## src/hw/hia_consts.vh

```
// Constants for the host address map and pixel format block
`ifndef HIA_CONSTS_VH
`define HIA_CONSTS_VH
// Register window base of each map, byte addresses
`define HIA_BASE_SMALL     26'h0FC0000
`define HIA_BASE_LARGE     26'h1FC0000
`define HIA_BASE_RELOC     26'h3FC0000
// Window offsets from the host interface window base
`define HIA_OFS_DISP       26'h0010000
`define HIA_OFS_CAP        26'h0018000
`define HIA_OFS_GAP        26'h0020000
`define HIA_OFS_DRAW       26'h0030000
`define HIA_OFS_GEOM       26'h0038000
`define HIA_OFS_END        26'h0040000
// Host interface register offsets
`define HIA_REG_INT_MASK   16'h0020
`define HIA_REG_ISTAT      16'h0024
`define HIA_REG_RELOC      16'h005C
`define HIA_REG_FRAME      16'h0060
// Reset values
`define HIA_RST_INT_MASK   5'h00
`define HIA_RST_FRAME      19'h00000
// Interrupt source bits
`define HIA_IRQ_VSYNC      0
`define HIA_IRQ_FSYNC      1
`define HIA_IRQ_SYNCERR    2
`define HIA_IRQ_CMDERR     3
`define HIA_IRQ_CMDEND     4
// Frame configuration fields
`define HIA_FRM_W_LSB      0
`define HIA_FRM_H_LSB      7
`define HIA_FRM_D16        14
`define HIA_FRM_LAY_LSB    15
`define HIA_FRM_Z16        18
`define HIA_FRM_UNIT_PX    32
`define HIA_MAX_LAYERS     3'h6
// Pixel format fields
`define HIA_PX16_ALPHA     15
`define HIA_PX16_R_LSB     10
`define HIA_PX16_G_LSB     5
`define HIA_PX16_B_LSB     0
`define HIA_PX32_ALPHA     31
`define HIA_PX32_R_LSB     16
`define HIA_PX32_G_LSB     8
`define HIA_PX32_B_LSB     0
// Conversion modes
`define HIA_CNV_IDX8       2'h0
`define HIA_CNV_D16        2'h1
`define HIA_CNV_D32        2'h2
`define HIA_CNV_TEX16      2'h3
`endif

```

## src/hw/hia_host_map.v

```verilog
// Host side of the graphics controller: bus, map, interrupts, pixel formats
//
// Function
// - Five interrupt sources raise requests, each enabled by the interrupt mask register.
// - Device withholds ready while a read or write cannot complete at once.
// - Large maps start with register windows at 1FC0000, 64 KB then 32 KB windows.
// - Writing 1 to bit 0 at offset 005Ch relocates windows, large maps only.
// - Relocated windows sit at 03FC0000 through 03FF8000; memory starts at zero.
// - Graphics memory appears linearly in host address space.
// - Drawing frame up to 4096x4096, 32-pixel units, 8 or 16 bits per pixel.
// - Up to six display layers are supported.
// - Depth is unsigned, two bytes per pixel in 16-bit mode, one in 8-bit.
// - Flag buffer holds one bit per pixel plus one extra line each side.
// - 16-bit direct pixel has 5-bit red, green, blue and bit 15 alpha.
// - 16-bit texture bit 15 is the stencil alpha, only while texture mapping.
// - Indexed pixels, textures and cursors are 8-bit indices; two 64x64 cursors.
// - Texture patterns up to 4096x4096 in 16-bit direct or 8-bit indexed form.
// - Capture stores 4:2:2, two pixels per word, chroma low and luma high.
// - 32-bit pixel has 8-bit colours, bit 31 alpha, reserved bits above.
`timescale 1ns/100ps
`include "hia_consts.vh"
module hia_host_map #(
   parameter AW = 26
) (
   // Clock and reset
   input  wire          i_mclk,
   input  wire          i_sys_rst,
   // Map strap
   input  wire          i_large_map,
   // Host bus
   input  wire          i_host_cs_n,
   input  wire          i_host_rd_n,
   input  wire          i_host_wr_n,
   input  wire [AW-1:0] i_host_addr,
   input  wire [3:0]    i_host_be_n,
   input  wire [31:0]   i_host_wdata,
   output reg  [31:0]   o_host_rdata,
   output reg           o_host_ready_line_n,
   output reg           o_host_irq,
   // Interrupt sources
   input  wire [4:0]    i_irq_src,
   // Graphics memory port
   output reg           o_mem_req,
   output reg           o_mem_we,
   output reg  [AW-1:0] o_mem_addr,
   output reg  [3:0]    o_mem_be,
   output reg  [31:0]   o_mem_wdata,
   input  wire          i_mem_ack,
   input  wire [31:0]   i_mem_rdata,
   // Register block port
   output reg           o_blk_req,
   output reg  [3:0]    o_blk_sel,
   output reg           o_blk_we,
   output reg  [15:0]   o_blk_addr,
   output reg  [3:0]    o_blk_be,
   output reg  [31:0]   o_blk_wdata,
   input  wire          i_blk_ack,
   input  wire [31:0]   i_blk_rdata,
   // Frame geometry
   output reg  [13:0]   o_draw_pitch,
   output reg  [13:0]   o_zbuf_pitch,
   output reg  [7:0]    o_flag_pitch,
   output reg  [12:0]   o_flag_lines,
   output reg  [2:0]    o_layer_count,
   output reg           o_reloc,
   // Pixel conversion
   input  wire [1:0]    i_cnv_mode,
   input  wire          i_cnv_texmap,
   input  wire [31:0]   i_cnv_px,
   output reg  [7:0]    o_cnv_r,
   output reg  [7:0]    o_cnv_g,
   output reg  [7:0]    o_cnv_b,
   output reg  [7:0]    o_cnv_index,
   output reg           o_cnv_alpha,
   // Capture packing
   input  wire [7:0]    i_cap_y0,
   input  wire [7:0]    i_cap_y1,
   input  wire [7:0]    i_cap_cb,
   input  wire [7:0]    i_cap_cr,
   output reg  [31:0]   o_cap_word
);
   localparam ST_IDLE = 2'h0;
   localparam ST_WAIT = 2'h1;
   localparam ST_DONE = 2'h2;
   localparam ST_REL  = 2'h3;

   reg  [1:0]    state_q;
   reg  [1:0]    state_d;
   reg  [4:0]    int_mask_q;
   reg  [4:0]    istat_q;
   reg           reloc_q;
   reg  [18:0]   frame_q;
   reg           we_q;
   reg  [31:0]   rdata_d;

   wire          strobe;
   wire [5:0]    sel;
   wire [AW-1:0] ofs;
   wire          hreg_wr;
   wire [31:0]   wmask;
   wire [31:0]   wbits;
   wire [31:0]   mask_mrg;
   wire [31:0]   frame_mrg;

   // Expand 5-bit colour to 8 bits by bit replication
   function [7:0] hia_x5;
      input [4:0] v;
      begin
         hia_x5 = {v, v[4:2]};
      end
   endfunction

   // Merge a write under byte enables
   function [31:0] hia_merge;
      input [31:0] old;
      input [31:0] nw;
      input [31:0] m;
      begin
         hia_merge = (old & ~m) | (nw & m);
      end
   endfunction

   // Frame width in 32-pixel units from the stored count minus one
   function [7:0] hia_units;
      input [6:0] u;
      begin
         hia_units = {1'b0, u} + 8'h01;
      end
   endfunction

   assign strobe  = !i_host_cs_n && (!i_host_rd_n || !i_host_wr_n);
   assign hreg_wr = (state_q == ST_IDLE) && strobe && !i_host_wr_n && sel[1];
   assign wmask   = {{8{!i_host_be_n[3]}}, {8{!i_host_be_n[2]}},
                     {8{!i_host_be_n[1]}}, {8{!i_host_be_n[0]}}};
   assign wbits   = i_host_wdata & wmask;
   assign mask_mrg  = hia_merge({27'h0000000, int_mask_q}, i_host_wdata, wmask);
   assign frame_mrg = hia_merge({13'h0000, frame_q}, i_host_wdata, wmask);

   hia_addr_dec i_hia_addr_dec (
      .i_addr      (i_host_addr),
      .i_large_map (i_large_map),
      .i_reloc     (reloc_q),
      .o_sel       (sel),
      .o_ofs       (ofs)
   );

   // Host interface register reads
   always @* begin
      rdata_d = 32'h00000000;
      case (ofs[15:0])
         `HIA_REG_INT_MASK: rdata_d = {27'h0000000, int_mask_q};
         `HIA_REG_ISTAT: rdata_d = {27'h0000000, istat_q};
         `HIA_REG_RELOC: rdata_d = {31'h00000000, reloc_q};
         `HIA_REG_FRAME: rdata_d = {13'h0000, frame_q};
         default:        rdata_d = 32'h00000000;
      endcase
   end

   // Host access sequencer
   always @* begin
      state_d = state_q;
      case (state_q)
         ST_IDLE: begin
            if (strobe) begin
               state_d = sel[1] ? ST_DONE : ST_WAIT;
            end
         end
         ST_WAIT: begin
            if ((o_mem_req && i_mem_ack) || (o_blk_req && i_blk_ack)) begin
               state_d = ST_DONE;
            end
         end
         ST_DONE: state_d = ST_REL;
         ST_REL: begin
            if (!strobe) begin
               state_d = ST_IDLE;
            end
         end
         default: state_d = ST_IDLE;
      endcase
   end

   always @(posedge i_mclk) begin
      if (i_sys_rst) begin
         state_q             <= ST_IDLE;
         we_q                <= 1'b0;
         o_host_rdata        <= 32'h00000000;
         o_host_ready_line_n <= 1'b1;
         o_mem_req           <= 1'b0;
         o_mem_we            <= 1'b0;
         o_mem_addr          <= {AW{1'b0}};
         o_mem_be            <= 4'h0;
         o_mem_wdata         <= 32'h00000000;
         o_blk_req           <= 1'b0;
         o_blk_sel           <= 4'h0;
         o_blk_we            <= 1'b0;
         o_blk_addr          <= 16'h0000;
         o_blk_be            <= 4'h0;
         o_blk_wdata         <= 32'h00000000;
      end else begin
         state_q             <= state_d;
         // Ready stays withheld until the access has completed
         o_host_ready_line_n <= !(state_d == ST_DONE);
         case (state_q)
            ST_IDLE: begin
               we_q <= !i_host_wr_n;
               if (strobe && sel[1]) begin
                  o_host_rdata <= rdata_d;
               end
               if (strobe && sel[0]) begin
                  // Memory is linear: host address is the memory address
                  o_mem_req   <= 1'b1;
                  o_mem_we    <= !i_host_wr_n;
                  o_mem_addr  <= i_host_addr;
                  o_mem_be    <= i_host_wr_n ? 4'hF : ~i_host_be_n;
                  o_mem_wdata <= i_host_wdata;
               end
               if (strobe && (sel[5:2] != 4'h0)) begin
                  o_blk_req   <= 1'b1;
                  o_blk_sel   <= sel[5:2];
                  o_blk_we    <= !i_host_wr_n;
                  o_blk_addr  <= {1'b0, ofs[14:0]};
                  o_blk_be    <= i_host_wr_n ? 4'hF : ~i_host_be_n;
                  o_blk_wdata <= i_host_wdata;
               end
            end
            ST_WAIT: begin
               if (o_mem_req && i_mem_ack) begin
                  o_mem_req <= 1'b0;
                  if (!we_q) begin
                     o_host_rdata <= i_mem_rdata;
                  end
               end
               if (o_blk_req && i_blk_ack) begin
                  o_blk_req <= 1'b0;
                  if (!we_q) begin
                     o_host_rdata <= i_blk_rdata;
                  end
               end
            end
            default: begin
               o_mem_req <= 1'b0;
               o_blk_req <= 1'b0;
            end
         endcase
      end
   end

   // Host interface registers and interrupt state
   always @(posedge i_mclk) begin
      if (i_sys_rst) begin
         int_mask_q <= `HIA_RST_INT_MASK;
         istat_q    <= 5'h00;
         reloc_q    <= 1'b0;
         frame_q    <= `HIA_RST_FRAME;
         o_host_irq <= 1'b0;
         o_reloc    <= 1'b0;
      end else begin
         // Sticky sources; a new event beats a write-one clear
         if (hreg_wr && ofs[15:0] == `HIA_REG_ISTAT) begin
            istat_q <= (istat_q & ~wbits[4:0]) | i_irq_src;
         end else begin
            istat_q <= istat_q | i_irq_src;
         end
         if (hreg_wr && ofs[15:0] == `HIA_REG_INT_MASK) begin
            int_mask_q <= mask_mrg[4:0];
         end
         if (hreg_wr && ofs[15:0] == `HIA_REG_FRAME) begin
            frame_q <= frame_mrg[18:0];
         end
         // Relocation only takes effect on the large maps; the host must
         // hold off its next access while the window moves
         if (hreg_wr && ofs[15:0] == `HIA_REG_RELOC && !i_host_be_n[0]) begin
            reloc_q <= i_large_map & i_host_wdata[0];
         end
         if (!i_large_map) begin
            reloc_q <= 1'b0;
         end
         o_host_irq <= |(istat_q & int_mask_q);
         o_reloc    <= reloc_q;
      end
   end

   // Frame geometry from the frame configuration register
   always @(posedge i_mclk) begin
      if (i_sys_rst) begin
         o_draw_pitch  <= 14'h0000;
         o_zbuf_pitch  <= 14'h0000;
         o_flag_pitch  <= 8'h00;
         o_flag_lines  <= 13'h0000;
         o_layer_count <= 3'h0;
      end else begin
         // Width in 32-pixel units, up to 128 units of 32 pixels
         o_draw_pitch <= frame_q[`HIA_FRM_D16] ?
                         {hia_units(frame_q[6:0]), 6'h00} :
                         {1'b0, hia_units(frame_q[6:0]), 5'h00};
         // Depth: two bytes per pixel in 16-bit mode, one in 8-bit mode
         o_zbuf_pitch <= frame_q[`HIA_FRM_Z16] ?
                         {hia_units(frame_q[6:0]), 6'h00} :
                         {1'b0, hia_units(frame_q[6:0]), 5'h00};
         // One flag word covers 32 pixels, bit n for pixel n
         o_flag_pitch <= hia_units(frame_q[6:0]);
         // Height in lines plus one guard line above and below
         o_flag_lines <= {1'b0, frame_q[13:7], 5'h00} + 13'h0022;
         if (frame_q[17:15] > `HIA_MAX_LAYERS) begin
            o_layer_count <= `HIA_MAX_LAYERS;
         end else begin
            o_layer_count <= frame_q[17:15];
         end
      end
   end

   // Pixel unpacking for every stored colour format
   always @(posedge i_mclk) begin
      if (i_sys_rst) begin
         o_cnv_r     <= 8'h00;
         o_cnv_g     <= 8'h00;
         o_cnv_b     <= 8'h00;
         o_cnv_index <= 8'h00;
         o_cnv_alpha <= 1'b0;
         o_cap_word  <= 32'h00000000;
      end else begin
         o_cnv_r     <= 8'h00;
         o_cnv_g     <= 8'h00;
         o_cnv_b     <= 8'h00;
         o_cnv_index <= 8'h00;
         o_cnv_alpha <= 1'b0;
         case (i_cnv_mode)
            `HIA_CNV_IDX8: begin
               o_cnv_index <= i_cnv_px[7:0];
            end
            `HIA_CNV_D16: begin
               o_cnv_r     <= hia_x5(i_cnv_px[`HIA_PX16_R_LSB +: 5]);
               o_cnv_g     <= hia_x5(i_cnv_px[`HIA_PX16_G_LSB +: 5]);
               o_cnv_b     <= hia_x5(i_cnv_px[`HIA_PX16_B_LSB +: 5]);
               o_cnv_alpha <= i_cnv_px[`HIA_PX16_ALPHA];
            end
            `HIA_CNV_D32: begin
               // Bits 30..24 are reserved and ignored
               o_cnv_r     <= i_cnv_px[`HIA_PX32_R_LSB +: 8];
               o_cnv_g     <= i_cnv_px[`HIA_PX32_G_LSB +: 8];
               o_cnv_b     <= i_cnv_px[`HIA_PX32_B_LSB +: 8];
               o_cnv_alpha <= i_cnv_px[`HIA_PX32_ALPHA];
            end
            `HIA_CNV_TEX16: begin
               o_cnv_r     <= hia_x5(i_cnv_px[`HIA_PX16_R_LSB +: 5]);
               o_cnv_g     <= hia_x5(i_cnv_px[`HIA_PX16_G_LSB +: 5]);
               o_cnv_b     <= hia_x5(i_cnv_px[`HIA_PX16_B_LSB +: 5]);
               // Stencil flag only counts during texture mapping
               o_cnv_alpha <= i_cnv_texmap & i_cnv_px[`HIA_PX16_ALPHA];
            end
            default: begin
               o_cnv_alpha <= 1'b0;
            end
         endcase
         // Two pixels per word: Cb with Y0 low, Cr with Y1 high
         o_cap_word <= {i_cap_y1, i_cap_cr, i_cap_y0, i_cap_cb};
      end
   end
endmodule // hia_host_map

```

## src/hw/hia_addr_dec.v

```verilog
// Host address decoder for register windows and graphics memory
`timescale 1ns/100ps
`include "hia_consts.vh"
module hia_addr_dec (
   // Address and map
   input  wire [25:0] i_addr,
   input  wire        i_large_map,
   input  wire        i_reloc,
   // Decode
   output reg  [5:0]  o_sel,
   output wire [25:0] o_ofs
);
   reg  [25:0] base;
   always @* begin
      if (!i_large_map) begin
         base = `HIA_BASE_SMALL;
      end else if (i_reloc) begin
         base = `HIA_BASE_RELOC;
      end else begin
         base = `HIA_BASE_LARGE;
      end
   end
   assign o_ofs = i_addr - base;
   // One-hot: 0 memory, 1 host, 2 display, 3 capture, 4 drawing, 5 geometry
   always @* begin
      o_sel = 6'h01;
      if (i_addr >= base) begin
         if (o_ofs < `HIA_OFS_DISP) begin
            o_sel = 6'h02;
         end else if (o_ofs < `HIA_OFS_CAP) begin
            o_sel = 6'h04;
         end else if (o_ofs < `HIA_OFS_GAP) begin
            o_sel = 6'h08;
         end else if (o_ofs >= `HIA_OFS_DRAW && o_ofs < `HIA_OFS_GEOM) begin
            o_sel = 6'h10;
         end else if (o_ofs >= `HIA_OFS_GEOM && o_ofs < `HIA_OFS_END) begin
            o_sel = 6'h20;
         end
      end
   end
endmodule // hia_addr_dec

```

## config.mk

```make
export PLATFORM = sky130hd
export DESIGN_NAME = hia_host_map
export DESIGN_NICKNAME = d
export VERILOG_FILES = /design/src/hw/hia_host_map.v /design/src/hw/hia_addr_dec.v
export VERILOG_INCLUDE_DIRS = /design/src /design/src/hw
export SDC_FILE = /design/constraint.sdc
export NUM_CORES = 1
export LEC_CHECK = 0
export ABC_AREA = 1
export BUFFER_PORTS_ARGS = -buffer_cell sky130_fd_sc_hd__buf_2
export CAP_MARGIN = 10
export CORE_AREA = 2 2 185 187
export CTS_CLUSTER_DIAMETER = 150
export DETAILED_ROUTE_END_ITERATION = 10
export DIE_AREA = 0 0 187 189
export PLACE_DENSITY_LB_ADDON = 0.12
export SYNTH_ARGS = -nofsm -noshare
export SYNTH_HDL_FRONTEND = slang
export SYNTH_HIERARCHICAL = 1
export SYNTH_SLANG_ARGS = --single-unit
```

## constraint.sdc

```tcl
create_clock -name i_mclk -period 3.2 [get_ports i_mclk]
set_input_delay 0.32 -clock i_mclk [delete_from_list [all_inputs] [get_ports i_mclk]]
set_output_delay 0.32 -clock i_mclk [all_outputs]
set_load 0.01 [all_outputs]
```

==> results of run 1 <==
[stage by stage]
step	instance area [µm²]	hold slack, ps	power, W	cells	util, %
floorplan	11700	410	0.00448	1567	-
global placement	14200	427	0.00490	2374	42.6
detailed placement	14200	431	0.00491	2374	42.6
CTS	15200	5.03	0.00849	2427	45.6
global route	15200	15.2	0.00879	2428	45.6
finish	15200	20.8	0.00838	2428	45.6
[sequential cells by signal, summed over array words and instances (netlist names), 5 cells and up, named ones only]
signal / count
istat_q: 5
o_flag_pitch: 8
o_cnv_r: 8
o_zbuf_pitch: 9
o_draw_pitch: 9
o_blk_wdata: 32
o_host_rdata: 32
o_blk_addr: 15
o_cap_word: 32
o_flag_lines: 9
o_cnv_g: 8
o_mem_wdata: 32
o_cnv_index: 8
o_mem_addr: 26
o_cnv_b: 8
[layer usage]
layer	part of all wire (%)	vias to the layer above	track usage [%]
li1	-	5733	-
met3	5.9	68	4.45
met4	3.0	2	6.65
met5	0.034	-	0
met1	44	5075	27.4
met2	47	355	34.4
[how the worst max path moves through the flow]
| stage | from | end | slack [ps] | cells after the start |
|---|---|---|---|---|
| after floorplan | i_large_map | flip-flop | 880 | 17 |
| after global placement | i_large_map | flip-flop | 360 | 17 |
| after detailed placement | i_large_map | flip-flop | 300 | 17 |
| after CTS | reloc_q | flip-flop | 500 | 13 |
| after global routing | reloc_q | flip-flop | 190 | 13 |
| final | reloc_q | flip-flop | 540 | 13 |
[worst reg2reg max path, delay by kind of cell (launching register included)]
| kind | cells | cell delay (ps) |
|---|---|---|
| AO/OA/AOI/OAI | 2 | 300 |
| adder cells (fa/ha/maj) | 1 | 330 |
| buffers and inverters | 1 | 50 |
| flip-flops | 1 | 400 |
| AND/OR/NAND/NOR | 9 | 1470 |
[cell usage in the layout, fill, tap and decap left out, types with 3 or more instances in the layout]
cell type	count
nand2_1	238
buf_2	456
nor2_4	3
o21bai_1	4
o211ai_1	29
nand3_2	7
buf_12	4
inv_1	176
buf_4	12
nor2_2	8
o21ai_0	156
o22ai_1	10
clkbuf_8	4
xor2_1	4
dfxtp_1	292
inv_2	5
or2_2	15
nand3_1	78
clkbuf_1	9
a21oi_1	132
clkinv_2	4
a31oi_1	5
clkbuf_16	35
nor2_1	234
nand4_1	6
ha_1	6
nor3_1	8
conb_1	15
o21ai_1	3
[power by group]
| part | leakage [nW] | internal [W] | switching [W] |
|---|---|---|---|
| clock network | 0.491 | 0.00208 | 0.00147 |
| logic | 4.53 | 0.000371 | 0.000582 |
| registers | 2.39 | 0.00379 | 0.0000747 |
| total | 7.41 | 0.00625 | 0.00213 |
[layout make-up]
cell class                 instances  area [µm²]  share of cell area (%)
clock inverter                     5        28.8                   0.190
timing repair buffer             472        2450                    16.2
tap                              448         561                    3.69
clock buffer                      48         965                    6.35
antenna                            1        2.50                  0.0165
multi-input combinational        979        4640                    30.6
inverter                         183         689                    4.54
sequential                       292        5850                    38.5
==> results.sh, run 1 <==
export IMPL_crit_family="simple AND/OR/NAND/NOR gates"
export IMPL_layout_setup_ws_ps=536
export IMPL_portBuffers=457
export IMPL_hold_buffers=0
export IMPL_worstMarginPinSlew_ps=1070
export IMPL_status="completed"
export IMPL_drt_iter0_drc=564
export IMPL_min_path_type="input pin to flip-flop"
export IMPL_place_ws_ps=302
export IMPL_nFillCells=3490
export IMPL_num_nets_final=2174
export IMPL_crit_fanout=15
export IMPL_core_area_um2=33300
export IMPL_reg2reg_from="reloc_q"
export IMPL_path_buf_inv=1
export IMPL_area_growth_synth_to_final_pct=30.0
export IMPL_yosys_warnings=6
export IMPL_drtAntennaViolNets=0
export IMPL_root_buffer="clkbuf_16"
export IMPL_die_w_um=187
export IMPL_grt_setup_unrepaired="no"
export IMPL_hold_end="o_cap_word[20]"
export IMPL_cp_end_kind="flip-flop"
export IMPL_cts_tree="done"
export IMPL_synth_cell_area_um2=11700
export IMPL_grt_first_pass_wirelength_um=59400
export IMPL_grt_overflow=0
export IMPL_fmax_mhz=375
export IMPL_numCtsBuffers=34
export IMPL_p_leak_nw=7.41
export IMPL_critical_path_max_stage_delay_ps=400
export IMPL_clk_pin_slew_ps=60
export IMPL_crit_arrival_ps=3040
export IMPL_antenna_found_initial=3
export IMPL_power_density_nw_per_um2=552
export IMPL_routed_via_density=4.63
export IMPL_final_setup_tns_ps=0
export IMPL_track_usage_pct=20.9
export IMPL_postCtsSetupBuffers=0
export IMPL_critPathMostFrequentCell="nand2_1"
export IMPL_post_cts_resized=0
export IMPL_vdd_drop_max_mv=0.277
export IMPL_synth_cells=1553
export IMPL_place_congestion=0.840
export IMPL_wire_per_inst_um=15.7
export IMPL_r2r_slack_ps=540
export IMPL_num_vias=11200
export IMPL_clock_sinks=292
export IMPL_drive_gt1_share_pct=28.5
export IMPL_drt_total_wl_um=38100
export IMPL_drt_first_pass_iters=5
export IMPL_grt_pass1_vias=10400
export IMPL_dieArea_um2=35300
export IMPL_hold_viol_final=0
export IMPL_fin_crit_sh_pct=83.3
export IMPL_cp_required_ps=3580
export IMPL_cts_path_max_buffers=3
export IMPL_reg2regPathDepth=13
export IMPL_final_max_slew_viol_count=0
export IMPL_clk_latency_ps=500
export IMPL_holdCritStartpoint="i_cap_cr[4]"
export IMPL_chipHeight_um=189
export IMPL_holdPathStages=3
export IMPL_setup_violations=0
export IMPL_critical_path_class="flip-flop to flip-flop"
export IMPL_cap_violations=0
export IMPL_drc=0
export IMPL_htree_levels=2
export IMPL_period_minus_slack_ps=2660
export IMPL_critical_path_cell_chain="nand2_1 > ha_1 > inv_1 > nand2_1 > nand3_2 > nor2_4 > nand2_1 > nor2_1 > nand3_4 > nor2_4 > nand3_2 > o21ai_0 > a21oi_1"
export IMPL_start_kind="flip-flop"
export IMPL_fin_skew_ps=12.8
export IMPL_avgSynthCellArea_um2=7.52
export IMPL_slowest_stage="dfxtp_1"
export IMPL_dp_hpwl_um=27700
export IMPL_relSlewSlack_pct=28.9
export IMPL_rows=67
export IMPL_grt_max_degree=111
export IMPL_start_util_pct=35.1
export IMPL_io_pins=480
Note: power is estimated with default switching activity, not from simulation.
==> run 2, diff against run 1 <==
Settings changed: ABC_AREA 1 to 0, CORE_AREA 2 2 185 187 to 2 2 189 191, DIE_AREA 0 0 187 189 to 0 0 191 193.
Clock period 3.2 ns to 2.7 ns, I/O delays scaled along.
==> run 2 against run 1 <==
Compared with the run above:
- the flow now finishes with violations (setup timing)
- power increased by 32%
- critical path type unchanged
- highest routed layer unchanged
- core utilization is 4.2 points higher
- routed wire length is 14% higher
- sequential share of layout area shrank 4.9 points
- largest power group is now clock
==> results.sh, run 2 <==
export IMPL_path_buf_inv=2
export IMPL_drtAntennaViolNets=0
export IMPL_grt_first_pass_wirelength_um=59700
export IMPL_drive_gt1_share_pct=37.0
export IMPL_cts_tree="done"
export IMPL_critical_path_cell_chain="nand2_2 > ha_4 > or3b_1 > a221oi_2 > a31oi_4 > nor3_4 > or4b_4 > buf_6 > nor4b_4 > buf_4 > mux2i_1 > nor2_1"
export IMPL_cp_end_kind="flip-flop"
export IMPL_final_setup_tns_ps=-19980
export IMPL_drt_first_pass_iters=5
export IMPL_layout_setup_ws_ps=-250
export IMPL_cts_path_max_buffers=3
export IMPL_dieArea_um2=36900
export IMPL_layout_common_cells="buf_2, dfxtp_1, nand2_1, a21oi_1, nor2_1"
export IMPL_reg2regPathDepth=12
export IMPL_start_util_pct=32.6
export IMPL_drt_iter0_drc=409
export IMPL_worstMarginPinSlew_ps=985
export IMPL_fin_skew_ps=11.4
export IMPL_clk_latency_ps=520
export IMPL_fmax_mhz=339
export IMPL_min_path_type="input pin to flip-flop"
export IMPL_critical_path_class="flip-flop to flip-flop"
export IMPL_period_minus_slack_ps=2950
export IMPL_yosys_warnings=6
export IMPL_vdd_drop_max_mv=0.497
export IMPL_synth_cell_area_um2=11400
export IMPL_crit_arrival_ps=3330
export IMPL_reg2reg_from="reloc_q"
export IMPL_place_ws_ps=-405
export IMPL_grt_max_degree=89
export IMPL_antenna_found_initial=6
export IMPL_final_area_um2=17400
export IMPL_crit_fanout=3
export IMPL_clk_pin_slew_ps=60
export IMPL_mostFrequentLayoutCell="buf_2"
export IMPL_rows=69
export IMPL_relSlewSlack_pct=33.8
export IMPL_power_w=0.0111
export IMPL_num_vias=11300
export IMPL_synth_cells=1323
export IMPL_slowest_stage="or4b_4"
export IMPL_grt_overflow=0
export IMPL_setup_violations=150
export IMPL_area_growth_synth_to_final_pct=53.1
export IMPL_cap_violations=0
export IMPL_critical_path_max_stage_delay_ps=540
export IMPL_power_density_nw_per_um2=636
export IMPL_hold_viol_final=0
export IMPL_start_kind="flip-flop"
export IMPL_drt_total_wl_um=43400
export IMPL_dpl_instance_area_um2=14300
export IMPL_path_depth=12
export IMPL_crit_family="simple AND/OR/NAND/NOR gates"
export IMPL_num_nets_final=2086
export IMPL_r2r_slack_ps=-250
export IMPL_root_buffer="clkbuf_16"
export IMPL_grt_setup_unrepaired="yes"
export IMPL_grt_pass1_vias=10400
export IMPL_wire_per_inst_um=18.4
export IMPL_die_w_um=191
export IMPL_violations="setup timing"
export IMPL_drc=0
export IMPL_chipHeight_um=193
export IMPL_portBuffers=457
export IMPL_status="complete, but fails checks"
export IMPL_place_congestion=0.774
export IMPL_avgSynthCellArea_um2=8.60
export IMPL_routed_via_density=4.78
export IMPL_htree_levels=2
export IMPL_core_area_um2=35000
export IMPL_final_max_slew_viol_count=0
export IMPL_io_pins=480
export IMPL_clock_sinks=292
export IMPL_dp_hpwl_um=28300
export IMPL_cp_required_ps=3090
export IMPL_worstSetupStartpoint="reloc_q"
export IMPL_numCtsBuffers=35
export IMPL_p_leak_nw=7.97
export IMPL_track_usage_pct=20.9
export IMPL_fin_crit_sh_pct=109
[run 2: metal layers]
layer / share of wire (%) / wire [µm] / global-route usage [%] / vias to the layer above
li1: - / - / - / 5567
met1: 41 / 17600 / 24.8 / 5286
met2: 50 / 21600 / 36.6 / 370
met3: 7.4 / 3190 / 6.21 / 66
met4: 2.2 / 951 / 6.14 / 4
met5: 0.055 / 24 / 0 / -
[run 2: worst register-to-register path, cell delays in order (launching register included)]
cell	delay, ps
dfxtp_2	330
nand2_2	70
ha_4	220
or3b_1	360
a221oi_2	300
a31oi_4	70
nor3_4	140
or4b_4	540
buf_6	150
nor4b_4	230
buf_4	170
mux2i_1	180
nor2_1	60
[run 2: what timing repair did]
action	4_1_cts	5_1_grt
resized for setup	36	73
endpoints found under the hold margin	84	0
pin swaps	13	44
setup endpoints to repair	84	183
gates cloned	7	16
hold buffers	70	0
setup buffers	15	14
[run 2: how the worst min path moves through the flow]
| stage | startpoint | to | slack [ps] | cells after the start |
|---|---|---|---|---|
| after global routing | i_host_addr[0] | o_blk_addr[0] | 20 | 3 |
| after global placement | o_blk_addr[3] | o_blk_addr[3] | 440 | 2 |
| after floorplan | i_cnv_px[0] | o_cnv_index[0] | 390 | 1 |
| final | i_cnv_px[10] | o_cnv_g[2] | 20 | 3 |
| after CTS | i_cnv_px[10] | o_cnv_g[2] | 1 | 3 |
| after detailed placement | o_mem_addr[17] | o_mem_addr[17] | 440 | 2 |
[run 2: cell type report]
class,count,area (µm²)
multi-input cells,913,5350
clock buffers,47,1040
well taps,461,577
repair buffers,624,4350
clock inverters,14,224
flip-flops and latches,292,5850
fillers,3418,17500
inverters,8,30.0
diodes,4,10.0
[run 2: power by group]
part	total [W]	leakage (nW)	switching, W	internal (W)
sequential	0.00456	2.38	0.0000886	0.00447
clock	0.00515	0.632	0.00188	0.00328
combinational	0.00137	4.95	0.000739	0.000628
total	0.0111	7.97	0.00270	0.00838
[run 2: stage by stage]
step / hold WS (ps) / cells / utilization [%]
floorplan: 392 / 1337 / -
global placement: 439 / 2183 / 40.9
global route: 17.8 / 2359 / 49.8
detailed placement: 444 / 2183 / 40.9
CTS: 1.28 / 2332 / 47.7
finish: 22.4 / 2363 / 49.8
==> run 3, diff against run 2 <==
Settings changed: PLACE_DENSITY_LB_ADDON 0.12 to 0.2.
==> run 3 against run 2 <==
Compared with the run above:
- the flow still finishes with violations (setup timing)
- maximum frequency shrank 0.32%
- flip-flop and latch count is the same
- sequential share of layout area grew 1.4 points
- critical path depth shrank 1
- critical path type unchanged
- clock skew grew 5.3 ps
- design area shrank 3.9%
==> results.sh, run 3 (synthesis gave the netlist of run 2 again) <==
export IMPL_status="complete, but fails checks"
export IMPL_violations="setup timing"
export IMPL_rows=69
export IMPL_cap_violations=0
export IMPL_holdPathStages=3
export IMPL_slowest_stage="or4b_4"
export IMPL_hold_viol_final=0
export IMPL_critical_path_cell_chain="nand2_2 > ha_4 > or3b_4 > a221oi_4 > a31oi_4 > nor3_4 > or4b_4 > buf_6 > nor4b_4 > mux2i_1 > nor2_1"
export IMPL_drt_iter0_drc=465
export IMPL_final_setup_tns_ps=-16030
export IMPL_num_vias=11200
export IMPL_multi_input_area_um2=5220
export IMPL_power_w=0.0107
export IMPL_min_path_type="input pin to flip-flop"
export IMPL_num_nets_final=2056
export IMPL_clk_latency_ps=520
export IMPL_reg2regPathDepth=11
export IMPL_cts_tree="done"
export IMPL_numCtsBuffers=35
export IMPL_htree_levels=2
export IMPL_portBuffers=457
export IMPL_fin_crit_sh_pct=110
export IMPL_critical_path_class="flip-flop to flip-flop"
export IMPL_cts_path_max_buffers=3
export IMPL_period_minus_slack_ps=2960
export IMPL_drt_first_pass_iters=4
export IMPL_crit_arrival_ps=3340
export IMPL_antenna_found_initial=8
export IMPL_die_w_um=191
export IMPL_routed_via_density=4.81
export IMPL_grt_setup_unrepaired="yes"
export IMPL_place_ws_ps=-382
export IMPL_worstMarginPinSlew_ps=832
export IMPL_holdCritStartpoint="i_host_addr[25]"
export IMPL_p_leak_nw=7.68
export IMPL_start_kind="flip-flop"
export IMPL_wire_per_inst_um=18.4
export IMPL_start_util_pct=32.6
export IMPL_place_congestion=0.795
export IMPL_vdd_drop_max_mv=0.509
export IMPL_grt_first_pass_wirelength_um=59500
export IMPL_nFillCells=3399
export IMPL_drive_gt1_share_pct=34.3
export IMPL_fin_skew_ps=16.7
export IMPL_final_max_slew_viol_count=0
export IMPL_mostFrequentLayoutCell="buf_2"
export IMPL_drtAntennaViolNets=0
export IMPL_power_density_nw_per_um2=640
export IMPL_dp_hpwl_um=29000
export IMPL_area_growth_synth_to_final_pct=47.1
export IMPL_setup_violations=142
export IMPL_reg2reg_from="reloc_q"
export IMPL_drc=0
export IMPL_relSlewSlack_pct=44.1
export IMPL_grt_overflow=0
export IMPL_hold_slack_ps=20.1
export IMPL_chipHeight_um=193
export IMPL_grt_max_degree=96
export IMPL_cp_end_kind="flip-flop"
export IMPL_layout_setup_ws_ps=-259
export IMPL_r2r_slack_ps=-260
export IMPL_core_area_um2=35000
export IMPL_dieArea_um2=36900
export IMPL_critical_path_max_stage_delay_ps=540
export IMPL_seq_area_um2=5850
export IMPL_fmax_mhz=338
export IMPL_grt_pass1_vias=10400
export IMPL_layout_common_cells="buf_2, dfxtp_1, nand2_1, a21oi_1, nor2_1"
export IMPL_drt_total_wl_um=42800
export IMPL_track_usage_pct=20.9
export IMPL_clock_sinks=292
export IMPL_crit_fanout=3
export IMPL_cp_required_ps=3080
export IMPL_clk_pin_slew_ps=60
export IMPL_io_pins=480
export IMPL_hold_end="o_mem_addr[25]"
export IMPL_root_buffer="clkbuf_16"
[run 3: cell types whose count changed in the layout (fill, tap and decap cells not counted), moves of 6 or more]
cell,delta
nand2_2,-18
a21oi_1,+8
clkinv_2,-6
nand2_1,+18
clkbuf_1,+7
buf_6,-9
[run 3: final cells by class]
type / count / area share [%]
multi-input combinational: 912 / 31.2
clock buffer: 53 / 6.31
sequential: 292 / 34.9
timing repair buffer: 595 / 23.1
clock inverter: 7 / 0.844
inverter: 8 / 0.179
antenna: 3 / 0.0448
tap: 461 / 3.44
[run 3: worst max path at each step]
stage	slack [ps]	startpoint	end
3_3_place_gp	-320	i_large_map	flip-flop
5_1_grt	-410	reloc_q	flip-flop
6_report	-260	reloc_q	flip-flop
2_1_floorplan	-190	reloc_q	flip-flop
4_1_cts	-270	reloc_q	flip-flop
3_5_place_dp	-380	i_large_map	flip-flop
[run 3: routing by layer]
| metal | global-route usage (%) | vias up | share of wire [%] |
|---|---|---|---|
| met2 | 37.0 | 382 | 50 |
| met4 | 7.13 | 10 | 2.6 |
| met3 | 6.21 | 78 | 7.7 |
| li1 | - | 5487 | - |
| met1 | 23.9 | 5244 | 40 |
| met5 | 0 | - | 0.14 |
[run 3: metrics by stage]
stage / util, % / cells / area (µm²)
global route: 47.9 / 2329 / 16700
global placement: 40.7 / 2178 / 14200
CTS: 46.3 / 2308 / 16200
detailed placement: 40.7 / 2178 / 14200
floorplan: - / 1337 / 11500
finish: 47.9 / 2331 / 16700
[run 3: power breakdown]
| group | leakage [nW] | switching [W] | internal, W | total (W) |
|---|---|---|---|---|
| clock | 0.582 | 0.00183 | 0.00307 | 0.00490 |
| combinational | 4.72 | 0.000694 | 0.000568 | 0.00126 |
| sequential | 2.38 | 0.0000887 | 0.00447 | 0.00456 |
[run 3: repair_timing]
item,in CTS,in global routing
pin swaps,9,3
hold buffers,66,0
hold endpoints to repair,80,0
gates resized for setup,19,41
setup buffers,3,7
endpoints found under the setup margin,99,177
cloned,2,13
[run 3: critical path: cells and delay by family, from the launching register on]
family / cells / cell delay, ps
buffers and inverters: 1 / 150
DFF: 1 / 330
muxes: 1 / 230
AOI/OAI and AO/OA: 2 / 360
and+or+nand+nor: 6 / 1540
adders and majority gates: 1 / 220
